`config.mk`:
```
export PLATFORM = sky130hd
export DESIGN_NAME = bmrf_core_state
export DESIGN_NICKNAME = d
export VERILOG_FILES = /design/src/bmrf_pkg.sv /design/src/bmrf_cond_eval.sv /design/src/bmrf_core_state.sv
export SDC_FILE = /design/constraint.sdc
export NUM_CORES = 2
export LEC_CHECK = 0
export ABC_AREA = 1
export BUFFER_PORTS_ARGS = -buffer_cell sky130_fd_sc_hd__buf_2
export CAP_MARGIN = 10
export CORE_AREA = 2 2 436 438
export CTS_CLUSTER_DIAMETER = 80
export CTS_CLUSTER_SIZE = 40
export DETAILED_ROUTE_END_ITERATION = 8
export DIE_AREA = 0 0 438 440
export HOLD_SLACK_MARGIN = 0.12
export PLACE_DENSITY_LB_ADDON = 0.25
export SLEW_MARGIN = 20
export SYNTH_ARGS = -nofsm -noshare
export SYNTH_HDL_FRONTEND = slang
export SYNTH_SLANG_ARGS = --single-unit
```
`constraint.sdc`:
```
create_clock -name REF_CLK_I -period 6.76 [get_ports REF_CLK_I]
set_clock_uncertainty 0.1 [all_clocks]
set_input_delay 1.014 -clock REF_CLK_I [delete_from_list [all_inputs] [get_ports REF_CLK_I]]
set_output_delay 1.014 -clock REF_CLK_I [all_outputs]
set_load 0.01 [all_outputs]
```
`src/bmrf_pkg.sv`:
```
// Package with constants and types for the banked mode register file
package bmrf_pkg;
    localparam int unsigned XLEN         = 32;
    localparam int unsigned NUM_GP_PHYS  = 31;
    localparam int unsigned NUM_SAVED    = 5;
    localparam int unsigned PC_INDEX     = 15;
    localparam int unsigned SP_INDEX     = 13;
    localparam int unsigned RA_INDEX     = 14;
    localparam int unsigned BANK_LO      = 8;
    localparam int unsigned FAST_LO      = 8;
    localparam int unsigned FAST_HI      = 12;
    localparam int unsigned COND_HI      = 31;
    localparam int unsigned COND_LO      = 28;
    localparam int unsigned WIDE_INSN_W  = 32;
    localparam int unsigned COMPACT_W    = 16;

    // Status word field positions
    localparam int unsigned SW_NEG_BIT   = 31;
    localparam int unsigned SW_ZERO_BIT  = 30;
    localparam int unsigned SW_CARRY_BIT = 29;
    localparam int unsigned SW_OVF_BIT   = 28;
    localparam int unsigned SW_IRQD_BIT  = 7;
    localparam int unsigned SW_FIQD_BIT  = 6;
    localparam int unsigned SW_STATE_BIT = 5;
    localparam int unsigned SW_MODE_HI   = 4;
    localparam int unsigned SW_MODE_LO   = 0;

    // Mode field encodings
    localparam logic [4:0] MODE_USER   = 5'h10;
    localparam logic [4:0] MODE_FAST   = 5'h11;
    localparam logic [4:0] MODE_IRQ    = 5'h12;
    localparam logic [4:0] MODE_SUPV   = 5'h13;
    localparam logic [4:0] MODE_ABORT  = 5'h17;
    localparam logic [4:0] MODE_UNDEF  = 5'h1b;
    localparam logic [4:0] MODE_SYSTEM = 5'h1f;

    // Exception vector addresses
    localparam logic [31:0] VEC_UNDEF  = 32'h0000_0004;
    localparam logic [31:0] VEC_TRAP   = 32'h0000_0008;
    localparam logic [31:0] VEC_ABORT  = 32'h0000_0010;
    localparam logic [31:0] VEC_IRQ    = 32'h0000_0018;
    localparam logic [31:0] VEC_FAST   = 32'h0000_001c;
    localparam logic [31:0] RESET_PC   = 32'h0000_0000;

    // Reset status: supervisor, both interrupts disabled, wide state
    localparam logic [31:0] RESET_STATUS = 32'h0000_00d3;

    // Pipeline fill depth (fetch, decode, execute)
    localparam int unsigned PIPE_STAGES  = 3;

    typedef enum logic [2:0] {
        BMRF_BANK_USER,
        BMRF_BANK_FAST,
        BMRF_BANK_IRQ,
        BMRF_BANK_SUPV,
        BMRF_BANK_ABORT,
        BMRF_BANK_UNDEF
    } bmrf_bank_e;

    typedef struct packed {
        logic       valid;
        logic       is_compact;
        logic [31:0] word;
    } bmrf_insn_s;

    typedef struct packed {
        logic        en;
        logic [3:0]  idx;
        logic [31:0] data;
    } bmrf_wr_s;

    typedef struct packed {
        logic fast;
        logic irq;
        logic abort;
        logic undef;
        logic trap;
    } bmrf_exc_s;

    typedef enum logic [2:0] {
        BMRF_ST_FILL,
        BMRF_ST_RUN,
        BMRF_ST_EXC
    } bmrf_state_e;
endpackage

```
`src/bmrf_cond_eval.sv`:
```
// Condition field evaluator for wide-state instructions
`timescale 1ns/1ns
`default_nettype none
module bmrf_cond_eval (
    input  wire logic [3:0] cond_i,
    input  wire logic       n_i,
    input  wire logic       z_i,
    input  wire logic       c_i,
    input  wire logic       v_i,
    output logic            pass_o
);
    logic pass;
    always_comb begin
        case (cond_i)
            4'h0: pass = z_i;
            4'h1: pass = !z_i;
            4'h2: pass = c_i;
            4'h3: pass = !c_i;
            4'h4: pass = n_i;
            4'h5: pass = !n_i;
            4'h6: pass = v_i;
            4'h7: pass = !v_i;
            4'h8: pass = c_i && !z_i;
            4'h9: pass = !c_i || z_i;
            4'ha: pass = n_i == v_i;
            4'hb: pass = n_i != v_i;
            4'hc: pass = !z_i && (n_i == v_i);
            4'hd: pass = z_i || (n_i != v_i);
            4'he: pass = 1'b1;
            default: pass = 1'b0;
        endcase
    end
    assign pass_o = pass;
endmodule
`default_nettype wire

```
`src/bmrf_core_state.sv`:
```
// Banked register file, status words and exception bookkeeping
//
// Overview of operation
// RULE1: Three stages fetch, decode, execute; execute valid only after pipe fills.
// RULE2: Wide instructions are 32 bits, compact ones 16 bits, by state bit.
// RULE3: Byte, halfword, word data; misaligned word or halfword access is flagged.
// RULE4: Seven modes; changed by software write, interrupt or exception.
// RULE5: Storage is 31 general registers plus 6 status words.
// RULE6: Sixteen registers visible, mapped by current mode.
// RULE7: Index 15 reads the program counter for relative addressing.
// RULE8: Indices 0 to 7 are one shared physical register each.
// RULE9: Indices 8 to 14 select physical copies by mode.
// RULE10: Each exception mode owns private stack and return registers.
// RULE11: Fast interrupt mode owns private copies of indices 8 to 12.
// RULE12: System mode uses the user registers while privileged.
// RULE13: Status word holds negative, zero, carry, overflow flags.
// RULE14: Status word holds two interrupt disables, state bit, five-bit mode.
// RULE15: Each exception mode saves the interrupted status word on entry.
// RULE16: Five exception classes with own modes; simultaneous ones are prioritised.
// RULE17: Entry stores return address and saved status in the entered mode.
// RULE18: Return copies saved status to current and return address to counter.
// RULE19: Wide instructions run only when bits 31 to 28 condition passes.
// RULE20: Reads after a mode change use the new mode's copies.
`timescale 1ns/1ns
`default_nettype none
module bmrf_core_state (
    input  wire logic                  REF_CLK_I,
    input  wire logic                  RESET_I,
    input  wire bmrf_pkg::bmrf_insn_s  INSN_I,
    input  wire logic [3:0]            RD_IDX_A_I,
    input  wire logic [3:0]            RD_IDX_B_I,
    input  wire bmrf_pkg::bmrf_wr_s    WR_I,
    input  wire logic                  PC_ADVANCE_I,
    input  wire logic                  BRANCH_I,
    input  wire logic [31:0]           BRANCH_TARGET_I,
    input  wire logic                  FLAGS_WE_I,
    input  wire logic [3:0]            FLAGS_I,
    input  wire logic                  STATUS_WE_I,
    input  wire logic [31:0]           STATUS_I,
    input  wire logic                  SAVED_WE_I,
    input  wire bmrf_pkg::bmrf_exc_s   EXC_I,
    input  wire logic                  EXC_RETURN_I,
    input  wire logic                  MEM_REQ_I,
    input  wire logic [1:0]            MEM_SIZE_I,
    input  wire logic [31:0]           MEM_ADDR_I,
    output logic [31:0]                RD_DATA_A_O,
    output logic [31:0]                RD_DATA_B_O,
    output logic [31:0]                PC_O,
    output logic [31:0]                STATUS_O,
    output logic [31:0]                SAVED_O,
    output logic                       PRIVILEGED_O,
    output logic                       EXEC_VALID_O,
    output logic                       EXEC_PASS_O,
    output logic [31:0]                EXEC_INSN_O,
    output logic                       MISALIGNED_O,
    output logic                       EXC_TAKEN_O
);
    // Physical general registers: 0-7 shared, 8-12 user, 8-12 fast,
    // 13/14 for user and each of five exception modes, and the counter.
    localparam int unsigned SLOT_U812 = 8;
    localparam int unsigned SLOT_F812 = 13;
    localparam int unsigned SLOT_SPRA = 18;
    localparam int unsigned SLOT_PC   = 30;

    logic [31:0] gpr_q [bmrf_pkg::NUM_GP_PHYS]; // see RULE5
    logic [31:0] status_q;
    logic [31:0] saved_q [bmrf_pkg::NUM_SAVED]; // see RULE15

    logic [31:0] rd_a_q, rd_b_q, saved_rd_q;
    logic [1:0]  fill_q;
    logic [31:0] insn_d1_q, insn_d2_q;
    logic        v_d1_q, v_d2_q;
    logic        exec_valid_q, exec_pass_q, misal_q, exc_taken_q;
    logic [31:0] exec_insn_q;

    wire [4:0] mode = status_q[bmrf_pkg::SW_MODE_HI:bmrf_pkg::SW_MODE_LO]; // see RULE14

    wire flag_n = status_q[bmrf_pkg::SW_NEG_BIT]; // see RULE13
    wire flag_z = status_q[bmrf_pkg::SW_ZERO_BIT];
    wire flag_c = status_q[bmrf_pkg::SW_CARRY_BIT];
    wire flag_v = status_q[bmrf_pkg::SW_OVF_BIT];

    wire compact = status_q[bmrf_pkg::SW_STATE_BIT];

    // Bank from mode; system shares the user bank (see RULE12)
    bmrf_pkg::bmrf_bank_e bank;
    always_comb begin
        case (mode)
            bmrf_pkg::MODE_FAST:  bank = bmrf_pkg::BMRF_BANK_FAST;
            bmrf_pkg::MODE_IRQ:   bank = bmrf_pkg::BMRF_BANK_IRQ;
            bmrf_pkg::MODE_SUPV:  bank = bmrf_pkg::BMRF_BANK_SUPV;
            bmrf_pkg::MODE_ABORT: bank = bmrf_pkg::BMRF_BANK_ABORT;
            bmrf_pkg::MODE_UNDEF: bank = bmrf_pkg::BMRF_BANK_UNDEF;
            default:              bank = bmrf_pkg::BMRF_BANK_USER;
        endcase
    end

    // Logical index to physical slot for a given bank
    function automatic logic [4:0] phys_slot(input logic [3:0] idx, input bmrf_pkg::bmrf_bank_e b);
        logic [4:0] s;
        s = 5'h00;

        if (idx == 4'hf) begin
            s = 5'(SLOT_PC); // see RULE7
        end else if (idx < 4'h8) begin
            s = {1'b0, idx}; // see RULE8
        end else if (idx <= 4'hc) begin
            s = (b == bmrf_pkg::BMRF_BANK_FAST) ? 5'(SLOT_F812) + 5'(idx - 4'h8)
                                                : 5'(SLOT_U812) + 5'(idx - 4'h8); // see RULE9, RULE11
        end else begin
            s = 5'(SLOT_SPRA) + {1'b0, 3'(b), 1'b0} + 5'(idx - 4'hd); // see RULE10
        end
        return s;
    endfunction

    // Exception priority and target
    logic        exc_any;
    logic [4:0]  exc_mode;
    logic [31:0] exc_vec;
    logic        fast_ok, irq_ok;

    assign fast_ok = EXC_I.fast && !status_q[bmrf_pkg::SW_FIQD_BIT];
    assign irq_ok  = EXC_I.irq && !status_q[bmrf_pkg::SW_IRQD_BIT];
    assign exc_any = EXC_I.abort || fast_ok || irq_ok || EXC_I.undef || EXC_I.trap;

    always_comb begin
        // Abort outranks interrupts so a faulting access is never replayed blind
        if (EXC_I.abort) begin // see RULE16
            exc_mode = bmrf_pkg::MODE_ABORT;
            exc_vec  = bmrf_pkg::VEC_ABORT;
        end else if (fast_ok) begin
            exc_mode = bmrf_pkg::MODE_FAST;
            exc_vec  = bmrf_pkg::VEC_FAST;
        end else if (irq_ok) begin
            exc_mode = bmrf_pkg::MODE_IRQ;
            exc_vec  = bmrf_pkg::VEC_IRQ;
        end else if (EXC_I.undef) begin
            exc_mode = bmrf_pkg::MODE_UNDEF;
            exc_vec  = bmrf_pkg::VEC_UNDEF;
        end else begin
            exc_mode = bmrf_pkg::MODE_SUPV;
            exc_vec  = bmrf_pkg::VEC_TRAP;
        end
    end

    bmrf_pkg::bmrf_bank_e exc_bank;
    always_comb begin
        case (exc_mode)
            bmrf_pkg::MODE_FAST:  exc_bank = bmrf_pkg::BMRF_BANK_FAST;
            bmrf_pkg::MODE_IRQ:   exc_bank = bmrf_pkg::BMRF_BANK_IRQ;
            bmrf_pkg::MODE_ABORT: exc_bank = bmrf_pkg::BMRF_BANK_ABORT;
            bmrf_pkg::MODE_UNDEF: exc_bank = bmrf_pkg::BMRF_BANK_UNDEF;
            default:              exc_bank = bmrf_pkg::BMRF_BANK_SUPV;
        endcase
    end

    wire [2:0]  saved_sel = 3'(bank) - 3'h1;
    wire [2:0]  exc_sel   = 3'(exc_bank) - 3'h1;
    wire        has_saved = bank != bmrf_pkg::BMRF_BANK_USER;

    wire [4:0]  ra_slot   = phys_slot(4'(bmrf_pkg::RA_INDEX), bank);
    wire [4:0]  exc_ra    = phys_slot(4'(bmrf_pkg::RA_INDEX), exc_bank);
    wire [4:0]  wr_slot   = phys_slot(WR_I.idx, bank);
    wire [4:0]  slot_a    = phys_slot(RD_IDX_A_I, bank);
    wire [4:0]  slot_b    = phys_slot(RD_IDX_B_I, bank);

    wire [31:0] pc_step   = compact ? 32'h0000_0002 : 32'h0000_0004; // see RULE2
    wire        do_return = EXC_RETURN_I && has_saved && !exc_any;

    // Register update: exception entry outranks return, branch and writes
    always_ff @(posedge REF_CLK_I) begin
        if (RESET_I) begin
            for (int i = 0; i < int'(bmrf_pkg::NUM_GP_PHYS); i++) begin
                gpr_q[i] <= 32'h0000_0000;
            end
            gpr_q[SLOT_PC] <= bmrf_pkg::RESET_PC;
        end else if (exc_any) begin
            gpr_q[exc_ra]  <= gpr_q[SLOT_PC]; // see RULE17
            gpr_q[SLOT_PC] <= exc_vec;
        end else if (do_return) begin
            gpr_q[SLOT_PC] <= gpr_q[ra_slot]; // see RULE18
        end else begin
            if (WR_I.en) begin
                gpr_q[wr_slot] <= WR_I.data;
            end
            if (BRANCH_I) begin
                gpr_q[SLOT_PC] <= BRANCH_TARGET_I;
            end else if (PC_ADVANCE_I && !(WR_I.en && WR_I.idx == 4'hf)) begin
                gpr_q[SLOT_PC] <= gpr_q[SLOT_PC] + pc_step;
            end
        end
    end

    // Status words; mode may change by software, interrupt or exception
    always_ff @(posedge REF_CLK_I) begin
        if (RESET_I) begin
            status_q <= bmrf_pkg::RESET_STATUS;
            for (int i = 0; i < int'(bmrf_pkg::NUM_SAVED); i++) begin
                saved_q[i] <= 32'h0000_0000;
            end
        end else if (exc_any) begin
            saved_q[exc_sel] <= status_q; // see RULE15, RULE17
            status_q[bmrf_pkg::SW_MODE_HI:bmrf_pkg::SW_MODE_LO] <= exc_mode; // see RULE4
            status_q[bmrf_pkg::SW_IRQD_BIT]  <= 1'b1;
            status_q[bmrf_pkg::SW_STATE_BIT] <= 1'b0;
            if (exc_mode == bmrf_pkg::MODE_FAST) begin
                status_q[bmrf_pkg::SW_FIQD_BIT] <= 1'b1;
            end
        end else if (do_return) begin
            status_q <= saved_q[saved_sel]; // see RULE18
        end else begin
            if (STATUS_WE_I && mode != bmrf_pkg::MODE_USER) begin
                status_q <= STATUS_I; // see RULE4
            end else if (FLAGS_WE_I) begin
                status_q[bmrf_pkg::SW_NEG_BIT:bmrf_pkg::SW_OVF_BIT] <= FLAGS_I;
            end
            if (SAVED_WE_I && has_saved) begin
                saved_q[saved_sel] <= STATUS_I;
            end
        end
    end

    // Read ports use the bank decoded from the registered mode, so a
    // mode change is seen by the very next read (see RULE6, RULE20)
    always_ff @(posedge REF_CLK_I) begin
        if (RESET_I) begin
            rd_a_q     <= 32'h0000_0000;
            rd_b_q     <= 32'h0000_0000;
            saved_rd_q <= 32'h0000_0000;
        end else begin
            rd_a_q     <= gpr_q[slot_a];
            rd_b_q     <= gpr_q[slot_b];
            saved_rd_q <= has_saved ? saved_q[saved_sel] : status_q;
        end
    end

    // Fetch, decode, execute pipe; flushed on exception entry, return or branch, not on a write to index 15 (see RULE1)
    logic cond_pass;
    bmrf_cond_eval u_cond (
        .cond_i (insn_d2_q[bmrf_pkg::COND_HI:bmrf_pkg::COND_LO]),
        .n_i    (flag_n),
        .z_i    (flag_z),
        .c_i    (flag_c),
        .v_i    (flag_v),
        .pass_o (cond_pass)
    );

    wire flush = exc_any || do_return || BRANCH_I;

    wire [31:0] fetched = compact ? {16'h0000, INSN_I.word[bmrf_pkg::COMPACT_W-1:0]} : INSN_I.word; // see RULE2

    always_ff @(posedge REF_CLK_I) begin
        if (RESET_I || flush) begin
            fill_q    <= 2'h0;
            v_d1_q    <= 1'b0;
            v_d2_q    <= 1'b0;
            insn_d1_q <= 32'h0000_0000;
            insn_d2_q <= 32'h0000_0000;
        end else begin
            v_d1_q    <= INSN_I.valid;
            insn_d1_q <= fetched;
            v_d2_q    <= v_d1_q;
            insn_d2_q <= insn_d1_q;
            if (INSN_I.valid && fill_q != 2'(bmrf_pkg::PIPE_STAGES - 1)) begin
                fill_q <= fill_q + 2'h1;
            end
        end
    end

    // Misaligned check: size 1 halfword, 2 word (see RULE3)
    wire misal = MEM_REQ_I && ((MEM_SIZE_I == 2'h1 && MEM_ADDR_I[0])
                 || (MEM_SIZE_I == 2'h2 && MEM_ADDR_I[1:0] != 2'h0));

    always_ff @(posedge REF_CLK_I) begin
        if (RESET_I) begin
            exec_valid_q <= 1'b0;
            exec_pass_q  <= 1'b0;
            exec_insn_q  <= 32'h0000_0000;
            misal_q      <= 1'b0;
            exc_taken_q  <= 1'b0;
        end else begin
            exec_valid_q <= v_d2_q && !flush; // see RULE1
            exec_pass_q  <= v_d2_q && !flush && (compact || cond_pass); // see RULE19
            exec_insn_q  <= insn_d2_q;
            misal_q      <= misal;
            exc_taken_q  <= exc_any;
        end
    end

    assign RD_DATA_A_O  = rd_a_q;
    assign RD_DATA_B_O  = rd_b_q;
    assign PC_O         = gpr_q[SLOT_PC];
    assign STATUS_O     = status_q;
    assign SAVED_O      = saved_rd_q;
    assign PRIVILEGED_O = status_q[bmrf_pkg::SW_MODE_HI:bmrf_pkg::SW_MODE_LO] != bmrf_pkg::MODE_USER; // see RULE12
    assign EXEC_VALID_O = exec_valid_q;
    assign EXEC_PASS_O  = exec_pass_q;
    assign EXEC_INSN_O  = exec_insn_q;
    assign MISALIGNED_O = misal_q;
    assign EXC_TAKEN_O  = exc_taken_q;
endmodule
`default_nettype wire

```
**Yosys cells after proc, flatten, opt, wreduce, memory -nomap -nowiden**

Memories as Yosys holds them, arrays and structs flattened. A register that Yosys moved wholly into a read port is not among the register bits.
Index checks and enable logic that the tools add are counted.

- Bits in registers: 166
- Latch bits: 0
- Bits in writable memories: 1,152
- Bits in read-only memories: 0
- Bits of input ports: 195
- Output and inout port bits: 197
- Memories kept: 2

Memories:

| memory | depth | bits a word | rd ports | clocked after Yosys merged registers in | write ports | RTL line | text |
|---|---|---|---|---|---|---|---|
| gpr_q | 31 | 32 | 4 | 2 | 31 | bmrf_core_state.sv:65 | `logic [31:0] gpr_q [bmrf_pkg::NUM_GP_PHYS];` |
| saved_q | 5 | 32 | 1 | 0 | 5 | bmrf_core_state.sv:67 | `logic [31:0] saved_q [bmrf_pkg::NUM_SAVED];` |

- Add/sub/neg operators: 22
- $mul: 0
- Divide/modulo/power cells: 0
- Order comparisons: 6
- Equality and inequality tests: 34
- Shift operators: 0
- Muxes and demuxes: 78
- Bitwise gates (word level): 9
- Reduce and logical (&&, ||, !) cells: 50

Operators by type and width:

| kind | number |
|---|---|
| 32-bit 2-to-1 mux | 11 |
| 32-bit OR reduction | 4 |
| 5-bit 2-to-1 mux | 17 |
| 5-bit equality test (second input constant) | 10 |
| 4-bit equality test (second input constant) | 10 |
| 1-bit 2-to-1 mux | 35 |
| 32-bit by 3-bit adder with 32-bit output | 1 |
| 4-bit by 5-bit adder with 5-bit output (first input constant) | 6 |
| 4-bit by 4-bit subtractor with 5-bit output (second input constant) | 6 |
| 28-bit 2-to-1 mux | 1 |
| 4-bit 2-to-1 mux | 7 |
| 4-bit by 3-bit equality test with 1-bit output (second input constant) | 4 |
| 5-bit adder | 3 |
| 1-bit logical AND | 15 |
| 1-bit case mux with 15 select lines | 1 |
| 3-bit case mux with 5 select lines | 1 |
| 4-bit less-or-equal comparator (second input constant) | 3 |
| 4-bit less-than comparator (second input constant) | 3 |
| 3-bit case mux with 4 select lines | 1 |
| 1-bit logical OR | 11 |
| 5-bit by 1-bit adder with 5-bit output (second input constant) | 2 |
| 5-bit by 4-bit adder with 5-bit output (first input constant) | 2 |
| 1-bit zero test | 9 |
| 3-bit 2-to-1 mux | 3 |
| other kinds (19) | 33 |

**Logic depth before layout (Yosys ltp)**

- Depth after elaboration: 17
- Depth in mapped cells: 34
- Depth with buffers taken out: 27

**Cells and area by module**

From an unflattened synthesis, not the netlist that was laid out.

- Cell total of the unflattened synthesis: 10,662
- Area total of the unflattened synthesis: 84,279.6 um^2

Modules (own cells, without submodules):

| module | times used | cells an instance | area an instance (um^2) | sequential area each (um^2) |
|---|---|---|---|---|
| bmrf_core_state | 1 | 10,607 | 84,050.6 | 43,041.3 |
| bmrf_cond_eval | 1 | 55 | 229.0 | 0.0 |

**Worst setup path before layout**

No wires, ideal clock.

- Path kind: reg-to-reg
- Start point: register status_q[4], in the netlist STATUS_O[4]
- End point: memory gpr_q[3][0] (enable)
- Setup time: 0.466 ns
- Arrival: 6.861 ns
- Required time: 6.194 ns
- Slack: -0.667 ns
- Cell stages (with the launch flop): 28
- Path buffers: 6
- Clock period less this slack: 7.427 ns
- Cells stage by stage: dfxtp_1 -> inv_1 -> nor3_1 -> nand2_1 -> nand2_1 -> clkbuf_1 -> clkbuf_1 -> clkbuf_1 -> ha_1 -> clkbuf_1 -> inv_2 -> clkbuf_1 -> clkbuf_1 -> ha_1 -> inv_1 -> fa_1 -> xor2_1 -> a21oi_1 -> o21ai_0 -> nand2_1 -> nand2_1 -> nor2_1 -> nand2_2 -> nand2_4 -> nand2_2 -> nand2_4 -> nand2_1 -> o21ai_0

RTL lines:

| item | RTL line | text |
|---|---|---|
| start, declared | bmrf_core_state.sv:66 | `logic [31:0] status_q;` |
| start signal, assigned | bmrf_core_state.sv:197 | `status_q <= bmrf_pkg::RESET_STATUS;` |
| start signal, assigned by index | bmrf_core_state.sv:203 | `status_q[bmrf_pkg::SW_MODE_HI:bmrf_pkg::SW_MODE_LO] <= exc_mode;` |
| start signal, assigned | bmrf_core_state.sv:210 | `status_q <= saved_q[saved_sel];` |
| end, declared | bmrf_core_state.sv:65 |  |

==> metrics.cfg <==
[synthesis]
yosysTopAreaCell = edfxtp_1
syn_nets = 10842
syn_area_um2 = 84100
synth-simple-area-share_pct = 31.1
synth_area_per_cell_um2 = 7.93
synthAdderAreaFrac_pct = 0.571
ys_types = 49
synth_cells = 10611
synth.area.mux_share_pct = 0
ys_ff_latch = 1510
yosys_warnings = 0
ys.flop_type = edfxtp_1
synth_top_family_by_area = simple AND/OR/NAND/NOR gates
synth_compound_area_share_pct = 6.74
synth_top_area_share_pct = 45.7
synth_edf_count = 1280
ys_seq_area_share_pct = 51.2
synth_xor_xnor_area_share_pct = 0.365
synth_area_leaders = edfxtp_1, nand3_1, nand2_1
synthArstFlopShare_pct = 0

[cells_and_area]
drive_above_1_share_pct = 9.36
fin_util_pct = 48.8
layout_common_cells = nand2_1, nor2_1, nand3_1, edfxtp_1, inv_1
layout_commonest_cell = nand2_1
nets = 10650
areaGrowthSynthToFinish_pct = 9.53

[floorplanning]
die_height_um = 440
core-area_um2 = 189000
chipWidth_um = 438
initial_core_util_pct = 44.6
ioPinCount = 392
dieArea_um2 = 193000
num_rows = 160

[sta]
slew_headroom_pct = 13.6
fin_crit_sh_pct = 92.5
timing.final.ws_setup_ns = 0.509
finalSetupViolations = 0
hold_ws_ns = 0.294
rsz0062_at_grt = no
hold_viol_final = 0
worst_slew_pin_slew_ns = 1.30
slew_violations = 0
fmax_mhz = 160
post-route-min-period_ns = 6.25
setup_tns_ns = 0

[grt]
grt_max_degree = 175
overflow = 0
grt_pass1_wl_mm = 507
grt_usage_pct = 35.5
grt_pass1_vias = 75863
antenna_found_initial = 31

[setup_path]
reg2reg_slack_ns = 0.51
crit_path_start = STATUS_O[2]
max_stage_delay_ns = 0.50
cp-endpoint = gpr_q[2][22]
r2r_cells = 28
path_delay_family = simple AND/OR/NAND/NOR gates
crit_top_cell = nand2_1
reg2reg_to = gpr_q[2][22]
r2r_start = STATUS_O[2]
crit_cells = 28
crit_type = flip-flop to flip-flop
path_buf_inv = 4
start_kind = flip-flop
critPathSlowestCell = nand2_2
end_kind = flip-flop
worstPathArrival_ns = 6.58
worst_ep_required_time_ns = 7.09
path_max_fanout = 20

[cts]
path_clk_slew_ns = 0.12
cts.hold.buffers_added = 0
worstSkewPairLatency_ns = 0.80
root_buffer = clkbuf_16
cts_setup_buffers = 0
cts.sinks = 1510
cts_tree = done
htreeDepth = 3
cts.path.max_buffers = 3
cts_resized = 0
cts_buffers = 93

[detailed_routing]
drt_iter0_drc = 12892
wl_per_cell_um = 27.1
via_per_inst = 6.21
drtPass1Iterations = 8
vias = 81035
route.detailed.drc = 0
ant_nets = 0
routed_wl_mm = 354

[pwr]
leakage_uw = 0.0388
p_total_uw = 25200
vdd_drop_max_v = 0.000263
power_per_cell_area_nw_per_um2 = 274

[placement]
dp_hpwl_mm = 210
place_worst_setup_slack_ns = 0.796
gp_congestion = 0.958
portBuffers = 360

[worst_hold_path]
holdCritPathClass = flip-flop to flip-flop

[status]
status = complete, no violations

[flow_run]
drv_cap = 0

## worst min path at each step
stage / from / to / slack [ns] / cells after the start
floorplan: insn_d2_q[0] / EXEC_INSN_O[0] / 0.29 / 2
global placement: insn_d2_q[5] / EXEC_INSN_O[5] / 0.29 / 2
detailed placement: insn_d2_q[7] / EXEC_INSN_O[7] / 0.29 / 2
CTS: INSN_I[4] / insn_d1_q[4] / 0.25 / 3
global route: INSN_I[11] / insn_d1_q[11] / 0.29 / 3
finish: insn_d2_q[19] / EXEC_INSN_O[19] / 0.29 / 2
## layout make-up
| type | count | area [µm²] |
|---|---|---|
| inverters | 1197 | 4540 |
| clock buffers | 100 | 2410 |
| clock inverters | 75 | 1260 |
| flip-flops and latches | 1510 | 43000 |
| repair buffers | 632 | 4530 |
| multi-input cells | 6985 | 33100 |
| fillers | 17916 | 96500 |
| well taps | 2511 | 3140 |
| diodes | 36 | 90.1 |
## through the flow
step | area (µm²) | std cells
floorplan | 84100 | 10611
global placement | 88300 | 12835
detailed placement | 88300 | 12835
CTS | 92000 | 13010
global route | 92100 | 13041
finish | 92100 | 13046
## routing by layer
| metal | part of all wire [%] | GRT usage (%) | up-vias |
|---|---|---|---|
| li1 | - | - | 34986 |
| met1 | 34 | 44.0 | 37992 |
| met2 | 44 | 54.0 | 6527 |
| met3 | 14 | 8.91 | 1510 |
| met4 | 8.3 | 25.7 | 20 |
| met5 | 0.033 | 0 | - |
## synth_stat cells, drive strengths merged (5+ instances only)
cell type / instances
edfxtp: 1280
xor2: 30
a31oi: 30
o21ai: 373
clkbuf: 524
nand2: 2054
nand4: 518
nand3: 1628
o22ai: 32
a21oi: 115
or2: 29
buf: 395
nor3: 46
o21a: 22
ha: 32
o211ai: 332
nor2: 1708
o221ai: 6
inv: 1193
xnor2: 5
dfxtp: 230
## where the power goes
part | internal [µW] | switching, µW | leakage [µW]
sequential | 10600 | 228 | 0.0151
combinational | 1950 | 5490 | 0.0220
clock | 3000 | 4020 | 0.00172
## cell families (layout without fill, tap and decap cells)
kind of cell | after synthesis | after routing
other | 0 | 36
AND/OR/NAND/NOR | 5990 | 5990
adder cells (fa/ha/maj) | 36 | 36
flip-flops | 1510 | 1510
buffers and inverters | 2116 | 2004
AO/OA/AOI/OAI | 924 | 924
XOR/XNOR | 35 | 35
## registers in the layout, summed over array words and instances, names as in the netlist, 32 cells and up
register     cells
insn_d2_q       32
gpr_q         1024
saved_q        256
RD_DATA_B_O     32
insn_d1_q       32
EXEC_INSN_O     32
SAVED_O         32
STATUS_O        32
RD_DATA_A_O     32
## tightest hold or removal path, stage by stage (launching register included)
cell	delay, ns
dfxtp_1	0.31
inv_1	0.04
nor2_1	0.03
No activity file was read; power rests on OpenSTA's default activity.
